File: src/baud_gen_defs.svh
`ifndef BAUD_GEN_DEFS_SVH
`define BAUD_GEN_DEFS_SVH
// Register byte addresses on the APB bus
`define ADDR_RECEIVE_STATUS_CONTROL 12'h000
`define ADDR_BAUD_DIVISOR 12'h004
`define ADDR_TRANSMIT_STATUS_CONTROL 12'h008
`define ADDR_GEN_STATUS 12'h00c
// Field positions
`define TXSC_SYNC_BIT 4
`define TXSC_HIGH_SPEED_BIT 2
`define RCSC_ENABLE_BIT 7
// Reset values
`define RESET_RECEIVE_STATUS_CONTROL 8'h00
`define RESET_BAUD_DIVISOR 8'h00
`define RESET_TRANSMIT_STATUS_CONTROL 8'h02
// Writable masks: bit 3 of transmit control is unimplemented
`define MASK_TRANSMIT_STATUS_CONTROL 8'hf7
// Prescale counts
`define PRESCALE_ASYNC_LOW 7'h40
`define PRESCALE_ASYNC_HIGH 7'h10
`define PRESCALE_SYNC 7'h04
`endif

File: src/baud_gen_pkg.sv
package baud_gen_pkg;
  // Operating rate selection
  typedef enum logic [2:0] {
    RATE_ASYNC_LOW = 3'b001,
    RATE_ASYNC_HIGH = 3'b010,
    RATE_SYNC = 3'b100
  } rate_mode_t;
endpackage : baud_gen_pkg

File: src/bit_rate_timer.sv
`timescale 1ns/10ps
// Free-running reloadable down-counter issuing one tick at terminal count
module bit_rate_timer #(
  parameter int WIDTH = 8
) (
  // Clock and reset
  input wire logic clk_sys,
  input wire logic rst_n,
  // Control
  input wire logic restart,
  input wire logic [WIDTH-1:0] period,
  // Result
  output logic tick,
  output logic [WIDTH-1:0] count
);
  logic [WIDTH-1:0] count_reg;
  logic [WIDTH-1:0] count_next;
  logic tick_reg;
  wire atTerminal = (count_reg == '0);

  initial begin
    if (WIDTH < 1) $error("bit_rate_timer WIDTH must be positive");
  end

  // Reload on terminal count or restart, else count down
  assign count_next = (restart || atTerminal) ? period : count_reg - 1'b1;

  // Counter state
  always_ff @(posedge clk_sys or negedge rst_n) begin
    if (!rst_n) begin
      count_reg <= '0;
      tick_reg <= 1'b0;
    end else begin
      count_reg <= count_next;
      tick_reg <= atTerminal && !restart;
    end
  end

  assign tick = tick_reg;
  assign count = count_reg;
endmodule : bit_rate_timer

File: src/serial_baud_rate_generator.sv
`timescale 1ns/10ps
`include "baud_gen_defs.svh"
//
// Function
// - One 8-bit timer serves both asynchronous and synchronous operation.
// - Timer runs freely; its period is set by the divisor register.
// - Async rate is clock over 64(n+1), or 16(n+1) with high speed.
// - Sync mode ignores high speed; rate is clock over 4(n+1).
// - Any divisor write reloads the timer with the written value at once.
// - Every reset clears the divisor register to zero.
//
// Register map, one 32-bit word each, bits [31:8] read zero in all but the status word
//   0x000 receive control: bit 7 enables the port
//   0x004 baud divisor n: the timer period is n+1 clocks
//   0x008 transmit control: bit 4 sync, bit 2 high speed, bit 3 reads zero
//   0x00c status, read only: [14:8] prescale count, [7:0] timer count
//
// Reset values
//   Receive control 0x00, divisor 0x00, transmit control 0x02
//   Timer, prescale and every output start at zero
//
// Bit period in clocks
//   Async, normal speed: 64 * (n + 1)
//   Async, high speed: 16 * (n + 1)
//   Sync, either speed: 4 * (n + 1)
//
// Bus timing
//   One wait state: pready rises the cycle after the first access edge
//   Read data and pslverr stand with pready for that one cycle only
//   Unmapped offsets answer with pslverr; their writes are dropped
//
// Outputs
//   bitRateTick pulses one clock per bit period
//   timerTick is the same pulse, kept for the clock logic
//   syncMode and portEnable are registered copies of control bits
//
// Hazards
//   A divisor write reloads the timer with the new value, not the old one
//   A mode change mid-period wraps the prescale at the new limit, at the next timer tick if already past it
//   The sync level output trails the control bit by one clock
//
module serial_baud_rate_generator (
  // Clock and reset
  input wire logic clk_sys,
  input wire logic rst_n,
  // APB slave
  input wire logic psel,
  input wire logic penable,
  input wire logic pwrite,
  input wire logic [11:0] paddr,
  input wire logic [31:0] pwdata,
  output logic [31:0] prdata,
  output logic pready,
  output logic pslverr,
  // Rate outputs
  output logic bitRateTick,
  output logic timerTick,
  output logic syncMode,
  output logic portEnable
);
  ////////////////////////////////////////////////////////////////////////
  logic [7:0] receiveStatusControl_reg;
  logic [7:0] baudDivisor_reg;
  logic [7:0] transmitStatusControl_reg;
  logic [6:0] prescale_reg;
  logic [6:0] prescale_next;
  logic bitRateTick_reg;
  logic [31:0] prdata_reg;
  logic pready_reg;
  logic pslverr_reg;
  logic syncMode_reg;
  logic portEnable_reg;
  baud_gen_pkg::rate_mode_t rateMode;
  logic [6:0] prescaleLimit;
  logic rawTick;
  logic [7:0] timerCount;

  // Elaboration checks on the prescale counts
  initial begin
    if (`PRESCALE_ASYNC_LOW > 7'h40) $error("async prescale exceeds the 7-bit counter");
    if (`PRESCALE_SYNC < 7'h2) $error("sync prescale too short");
    if (`PRESCALE_ASYNC_HIGH < `PRESCALE_SYNC) $error("high speed prescale below sync");
  end

  // Bus decode
  wire access = psel && penable && !pready_reg;
  wire hitRcsc = (paddr == `ADDR_RECEIVE_STATUS_CONTROL);
  wire hitDiv = (paddr == `ADDR_BAUD_DIVISOR);
  wire hitTxsc = (paddr == `ADDR_TRANSMIT_STATUS_CONTROL);
  wire hitStat = (paddr == `ADDR_GEN_STATUS);
  wire mapped = hitRcsc || hitDiv || hitTxsc || hitStat;
  wire wrDiv = access && pwrite && hitDiv;
  wire wrRcsc = access && pwrite && hitRcsc;
  wire wrTxsc = access && pwrite && hitTxsc;

  // Read words, upper bits zero
  wire [31:0] wordRcsc = {24'h0, receiveStatusControl_reg};
  wire [31:0] wordDiv = {24'h0, baudDivisor_reg};
  wire [31:0] wordTxsc = {24'h0, transmitStatusControl_reg};
  wire [31:0] wordStat = {17'h0, prescale_reg, timerCount};
  wire [31:0] readMux = hitRcsc ? wordRcsc :
                        hitDiv ? wordDiv :
                        hitTxsc ? wordTxsc :
                        hitStat ? wordStat :
                        32'h0;

  // Mode selection; sync overrides high-speed
  wire syncBit = transmitStatusControl_reg[`TXSC_SYNC_BIT];
  wire highBit = transmitStatusControl_reg[`TXSC_HIGH_SPEED_BIT];
  assign rateMode = syncBit ? baud_gen_pkg::RATE_SYNC :
                    highBit ? baud_gen_pkg::RATE_ASYNC_HIGH : baud_gen_pkg::RATE_ASYNC_LOW;

  // Sub-tick count for the chosen mode
  always_comb begin
    case (rateMode)
      baud_gen_pkg::RATE_ASYNC_LOW: prescaleLimit = `PRESCALE_ASYNC_LOW;
      baud_gen_pkg::RATE_ASYNC_HIGH: prescaleLimit = `PRESCALE_ASYNC_HIGH;
      baud_gen_pkg::RATE_SYNC: prescaleLimit = `PRESCALE_SYNC;
      default: prescaleLimit = `PRESCALE_ASYNC_LOW;
    endcase
  end

  ////////////////////////////////////////////////////////////////////////
  // Reload value; a divisor write must load the incoming value at once
  wire [7:0] reloadValue = wrDiv ? pwdata[7:0] : baudDivisor_reg;

  // Shared 8-bit timer, restarted by divisor writes
  bit_rate_timer #(
    .WIDTH(8)
  ) u_timer (
    .clk_sys(clk_sys),
    .rst_n(rst_n),
    .restart(wrDiv),
    .period(reloadValue),
    .tick(rawTick),
    .count(timerCount)
  );

  // Prescale counts timer ticks; cleared with the timer
  wire prescaleWrap = rawTick && (prescale_reg >= prescaleLimit - 7'h1);
  assign prescale_next = (wrDiv || prescaleWrap) ? 7'h0 :
                         rawTick ? prescale_reg + 7'h1 : prescale_reg;

  ////////////////////////////////////////////////////////////////////////
  // Registers; reset clears divisor
  always_ff @(posedge clk_sys or negedge rst_n) begin
    if (!rst_n) begin
      baudDivisor_reg <= `RESET_BAUD_DIVISOR;
      receiveStatusControl_reg <= `RESET_RECEIVE_STATUS_CONTROL;
      transmitStatusControl_reg <= `RESET_TRANSMIT_STATUS_CONTROL;
    end else begin
      if (wrDiv) baudDivisor_reg <= pwdata[7:0];
      if (wrRcsc) receiveStatusControl_reg <= pwdata[7:0];
      if (wrTxsc) transmitStatusControl_reg <= pwdata[7:0] & `MASK_TRANSMIT_STATUS_CONTROL;
    end
  end

  // Rate tick and prescale
  always_ff @(posedge clk_sys or negedge rst_n) begin
    if (!rst_n) begin
      prescale_reg <= 7'h0;
      bitRateTick_reg <= 1'b0;
      syncMode_reg <= 1'b0;
      portEnable_reg <= 1'b0;
    end else begin
      prescale_reg <= prescale_next;
      bitRateTick_reg <= prescaleWrap && !wrDiv;
      syncMode_reg <= syncBit;
      portEnable_reg <= receiveStatusControl_reg[`RCSC_ENABLE_BIT];
    end
  end

  // APB answer, one wait state
  always_ff @(posedge clk_sys or negedge rst_n) begin
    if (!rst_n) begin
      pready_reg <= 1'b0;
      pslverr_reg <= 1'b0;
      prdata_reg <= 32'h0;
    end else begin
      pready_reg <= access;
      pslverr_reg <= access && !mapped;
      prdata_reg <= (access && !pwrite) ? readMux : 32'h0;
    end
  end

  ////////////////////////////////////////////////////////////////////////
  // Outputs, each straight from a flip-flop
  assign prdata = prdata_reg;
  assign pready = pready_reg;
  assign pslverr = pslverr_reg;
  assign bitRateTick = bitRateTick_reg;
  assign timerTick = bitRateTick_reg;
  assign syncMode = syncMode_reg;
  assign portEnable = portEnable_reg;
endmodule : serial_baud_rate_generator

File: config.mk
export PLATFORM = sky130hd
export DESIGN_NAME = serial_baud_rate_generator
export DESIGN_NICKNAME = d
export VERILOG_FILES = /design/src/baud_gen_pkg.sv /design/src/bit_rate_timer.sv /design/src/serial_baud_rate_generator.sv
export VERILOG_INCLUDE_DIRS = /design/src
export SDC_FILE = /design/constraint.sdc
export NUM_CORES = 1
export LEC_CHECK = 0
export BUFFER_PORTS_ARGS = -buffer_cell sky130_fd_sc_hd__buf_2
export CAP_MARGIN = 20
export CORE_UTILIZATION = 30
export DETAILED_ROUTE_END_ITERATION = 16
export PLACE_DENSITY_LB_ADDON = 0.12
export SYNTH_ARGS = -nofsm -noshare
export SYNTH_HDL_FRONTEND = slang
export SYNTH_HIERARCHICAL = 1
export SYNTH_SLANG_ARGS = --single-unit
File: constraint.sdc
create_clock -name clk_sys -period 2.7 [get_ports clk_sys]
set_input_delay 0.405 -clock clk_sys [delete_from_list [all_inputs] [get_ports clk_sys]]
set_output_delay 0.405 -clock clk_sys [all_outputs]
set_load 0.03 [all_outputs]
# Word level (Yosys, flattened, before mapping)
# Index checks and enable logic that the tools add are counted.
[op_classes]
addsub = 3
order_cmp = 1
eq_ne = 5
mux = 12
reduce_logical = 23
[op_table]
columns = ["cell", "count"]
rows = [
  ["$mux 15", 5],
  ["$eq 12x4->1 const B", 2],
  ["$mux 8", 2],
  ["$mux 7", 2],
  ["$pmux 7 s2", 1],
  ["$eq 12x3->1 const B", 1],
  ["$logic_not 12->1", 1],
  ["$logic_and 1x1->1", 11],
  ["$logic_not 8->1", 1],
  ["$sub 8x1->8 const B", 1],
  ["$add 7x1->7 const B", 1],
  ["$ge 7x7->1", 1],
  ["$sub 7x1->7 const B", 1],
  ["$logic_or 1x1->1", 5],
  ["$logic_not 1->1", 4],
  ["$eq 3x2->1 const B", 1],
  ["$eq 3x3->1 const B", 1],
  ["$mux 3", 1],
  ["$mux 2", 1],
  ["$reduce_bool 2->1", 1],
]
[word_totals]
reg_bits = 59
input_bits = 49

# Longest topological paths before layout
[depth]
word_depth = 9
depth_mapped = 8
depth_no_buf = 6

# By module
# The synthesis kept the hierarchy.
[by_module_without_submodules]
columns = ["mod", "instances", "cells_per_inst", "area_each_um2", "seq_area_each_um2"]
rows = [
  ["serial_baud_rate_generator", 1, 209, 2514.9, 1252.5],
  ["bit_rate_timer", 1, 47, 509.2, 225.2],
]

# Worst setup path after synthesis
# No wires, ideal clock.
[synth_path]
path_type = "input to register"
startpoint = "in paddr[1]"
endpoint = "reg u_timer.count_reg[3], in the netlist u_timer/count[3]"
setup_time_ns = 0.125
arrival_ns = 2.059
t_required_ns = 2.575
setup_slack_ns = 0.516
cell_stages = 6
n_path_buf = 1
path_cell_list = "nor4_4 nand4b_2 nor2_2 buf_2 mux2_2 mux2_2"
[synth_between]
elab_chain_cells = 4
[synth_rtl]
columns = ["element", "line_no", "text"]
rows = [
  ["from (decl)", "serial_baud_rate_generator.sv:50", "input wire logic [11:0] paddr,"],
  ["$eq 12x3->1 (no line)", "--", ""],
  ["$logic_and 1x1->1", "serial_baud_rate_generator.sv:92", "wire wrDiv = access && pwrite && hitDiv;"],
  ["$mux 8", "--", ""],
  ["net reloadValue[3]", "serial_baud_rate_generator.sv:125", "wire [7:0] reloadValue = wrDiv ? pwdata[7:0] : baudDivisor_reg;"],
  ["$mux 8", "bit_rate_timer.sv:26", "assign count_next = (restart || atTerminal) ? period : count_reg - 1'b1;"],
  ["net u_timer.count_next[3]", "bit_rate_timer.sv:17", "logic [WIDTH-1:0] count_next;"],
  ["to (signal assigned)", "bit_rate_timer.sv:34", "count_reg <= count_next;"],
  ["to (decl)", "bit_rate_timer.sv:16", "logic [WIDTH-1:0] count_reg;"],
]
# The timed path passes the listed nets, and every way through them passes these cells.
# A chain may end at the register's enable or synchronous reset.

# Final worst setup path
[layout_path]
startpoint = "reg transmitStatusControl_reg[4]"
endpoint = "reg prescale_reg[5]"
[layout_between]
elab_chain_cells = 8
[layout_rtl]
columns = ["element", "line_no", "text"]
rows = [
  ["from (decl)", "serial_baud_rate_generator.sv:64", "logic [7:0] transmitStatusControl_reg;"],
  ["from (signal assigned)", "serial_baud_rate_generator.sv:150", "transmitStatusControl_reg <= `RESET_TRANSMIT_STATUS_CONTROL;"],
  ["from (signal assigned)", "serial_baud_rate_generator.sv:154", "if (wrTxsc) transmitStatusControl_reg <= pwdata[7:0] & `MASK_TRANSMIT_STATUS_CONTROL;"],
  ["$mux 3 *", "serial_baud_rate_generator.sv:110", "assign rateMode = syncBit ? baud_gen_pkg::RATE_SYNC :"],
  ["$eq 3x3->1 or $eq 3x2->1 (tied branches)", "serial_baud_rate_generator.sv:115", "case (rateMode)"],
  ["$pmux 7 s2 *", "serial_baud_rate_generator.sv:115", ""],
  ["$sub 7x1->7 *", "serial_baud_rate_generator.sv:140", "wire prescaleWrap = rawTick && (prescale_reg >= prescaleLimit - 7'h1);"],
  ["$ge 7x7->1 *", "serial_baud_rate_generator.sv:140", ""],
  ["$logic_and 1x1->1 *", "serial_baud_rate_generator.sv:140", ""],
  ["$logic_or 1x1->1 *", "serial_baud_rate_generator.sv:141", "assign prescale_next = (wrDiv || prescaleWrap) ? 7'h0 :"],
  ["$mux 7 or $reduce_bool 2->1 (tied branches)", "--", ""],
  ["to (signal assigned)", "serial_baud_rate_generator.sv:166", "prescale_reg <= prescale_next;"],
  ["to (decl)", "serial_baud_rate_generator.sv:65", "logic [6:0] prescale_reg;"],
]
# Mark *: on every way between the ends. The rest lies on a longest branch, timed or not.

==> impl_metrics.json <==
{
  "fmax_mhz": 484,
  "worst-path-max-fanout": 7,
  "die_h_um": 102,
  "synth_edf_count": 0,
  "routed_via_density": 4.73,
  "outcome": "finished, final reports clean",
  "grt.total_usage_pct": 14.2,
  "path_class": "flip-flop to flip-flop",
  "grtUsageMet3_pct": 3.90,
  "drtIter0Drc": 65,
  "grt_use_met1_pct": 19.8,
  "place.gp.congestion": 0.762,
  "synth.area.top_cells": "dfrtp_1 48%, mux2_2 7.1%, buf_4 4.7%",
  "grt_max_degree": 60,
  "ir_worst_vdd_mv": 0.216,
  "slew_headroom_pct": 61.4,
  "synth_ff_type": "dfrtp_1",
  "skew_ns": 0.00947,
  "ctsResizeCount": 0,
  "cts_root_buf": "clkbuf_8",
  "route.vias.total": 2111,
  "initial_core_util_pct": 30.9,
  "cts.sinks": 59,
  "cap_violations": 0,
  "synth_top_area_cell": "dfrtp_1",
  "r2r_setup_slack_ns": 0.63,
  "seq_area_um2": 1480,
  "finalMaxSlewViolations": 0,
  "timing.critical_path.required_ns": 2.94,
  "largest_reg_flops": 15,
  "cts_max_path_buffers": 2,
  "postCtsSetupBuffers": 0,
  "hold_buffers": 0,
  "cts_tree": "yes",
  "die_area_um2": 10500,
  "row_count": 36,
  "synth_top_area_share_pct": 48.0,
  "clk_latency_ns": 0.33,
  "hold_viol": 0,
  "finalSetupViolations": 0,
  "placement.io_buffers": 45,
  "netlist_area_um2": 3020,
  "wire_per_inst_um": 15.4,
  "setup_tns_ns": 0,
  "grt_setup_unrepaired": "false",
  "detailedPlace.worstSlack_ns": 0.500,
  "numCtsBuffers": 9,
  "p_per_area_nw_per_um2": 501,
  "nets": 365,
  "drt_drc_violations_left": 0,
  "cp.arrival_ns": 2.30,
  "rr_startpoint": "transmitStatusControl_reg[4]$_DFFE_PN0P_",
  "worst_slack_ns": 0.633,
  "dp_hpwl_um": 4590,
  "antennaDiodeCount": 0,
  "grt_use_met2_pct": 21.0,
  "syn_area_per_cell_um2": 11.8,
  "syn_inst": 256,
  "finalCritPeriodShare_pct": 76.6,
  "cts_max_level": 3,
  "postRouteAntennaNets": 0,
  "tightest_slew_ns": 0.577,
  "die_x_um": 102,
  "yosysUniqueCellTypes": 48,
  "ys.warnings.count": 6,
  "layout-drive-gt1-share_pct": 33.9,
  "grt_antenna_before_repair": 0,
  "multi_input_area_um2": 1410,
  "io_pins": 87,
  "yosys-top-cells-count": "58 x dfrtp_1, 19 x buf_4, 19 x mux2_2",
  "top_usage_layer": "met2",
  "grt_pass1_vias": 1983,
  "fill_cells": 980,
  "worstRegToRegCells": 6,
  "drt_wl_total_um": 6870,
  "crit_path_end_kind": "flip-flop",
  "core_um2": 9770,
  "timing.rr.end": "prescale_reg[5]$_DFFE_PN0P_",
  "ys_seq_area_share_pct": 48.9,
  "min-delay-path-class": "input port to asynchronous set/reset pin",
  "ys_seq_elements": 59,
  "period_minus_slack_ns": 2.07,
  "grt_pass1_wl_um": 10800,
  "power.leakage_nw": 1.78,
  "startpoint_type": "flip-flop",
  "synth-async-reset-ratio_pct": 100,
  "finalPower_mw": 1.77,
  "synth_most_common_cell": "dfrtp_1",
  "syn_to_final_growth_pct": 17.2,
  "grt_overflow": 0,
  "path_clk_slew_ns": 0.07,
  "drt_first_pass_iters": 4
}
[logic make-up after synthesis]
| family | synth area share, % |
|---|---|
| flip-flops | 48.9 |
| buffers and inverters | 6.62 |
| AND/OR/NAND/NOR | 14.1 |
| multiplexers | 14.0 |
| other | 0.248 |
| AO/OA/AOI/OAI | 11.3 |
| XOR/XNOR | 1.45 |
| adder cells (fa/ha/maj) | 3.31 |
[per-layer routing]
metal  wire, um  share of wire, %  vias to the layer above
met1       3410                50                     1046
met4         82               1.2                        0
met2       3130                46                       46
li1           -                 -                     1014
met5          0                 0                        -
met3        235               3.4                        5
[cell usage in the layout (no fill, tap or decap), types with 6 or more instances in the layout]
cell type   n
nand3_1     6
o32ai_1     7
dfrtp_1    58
buf_4       6
clkbuf_8    9
a211oi_1   11
inv_1       6
conb_1     18
nand2_1     7
and2_1      6
mux2_4      8
buf_2      45
mux2i_1     9
mux2_2     19
nor2_1     14
ha_1        8
[power breakdown]
part	switching [mW]	internal, mW
clock	0.348	0.328
sequential	0.0386	0.904
combinational	0.0975	0.0580
[layout make-up]
class / count / area share, %
well taps: 133 / 4.69
multi-input cells: 179 / 39.7
inverters: 6 / 0.635
clock buffers: 11 / 3.71
clock inverters: 5 / 0.847
flip-flops and latches: 59 / 41.7
repair buffers: 53 / 8.75
[worst max-delay path, stage by stage, from the launching register on]
cell and delay [ns]:
dfrtp_1 0.46, or2_2 0.32, ha_1 0.29, a21o_1 0.19, a211oi_1 0.33, nor2_1 0.14, a211oi_1 0.24
[stage by stage]
step	instances	cell area (um^2)	hold slack [ns]	util (%)
6_report	446	3540	0.0581	36.3
5_1_grt	446	3540	0.0737	36.3
4_1_cts	446	3540	0.0721	36.3
3_5_place_dp	430	3380	0.397	34.6
3_3_place_gp	430	3380	0.402	34.6
2_1_floorplan	272	3080	0.109	-
[worst max-delay path by stage]
stage,to,startpoint,depth (start not counted),slack [ns]
after floorplan,u_timer/count[3]$_DFF_PN0_,paddr[1],6,0.52
after global placement,u_timer/count[0]$_DFF_PN0_,paddr[1],7,0.51
after detailed placement,u_timer/count[0]$_DFF_PN0_,paddr[1],7,0.50
after CTS,prescale_reg[6]$_DFFE_PN0P_,transmitStatusControl_reg[4]$_DFFE_PN0P_,6,0.59
after global routing,prescale_reg[6]$_DFFE_PN0P_,transmitStatusControl_reg[4]$_DFFE_PN0P_,6,0.44
final,prescale_reg[5]$_DFFE_PN0P_,transmitStatusControl_reg[4]$_DFFE_PN0P_,6,0.63
(Power assumes the default switching activity.)
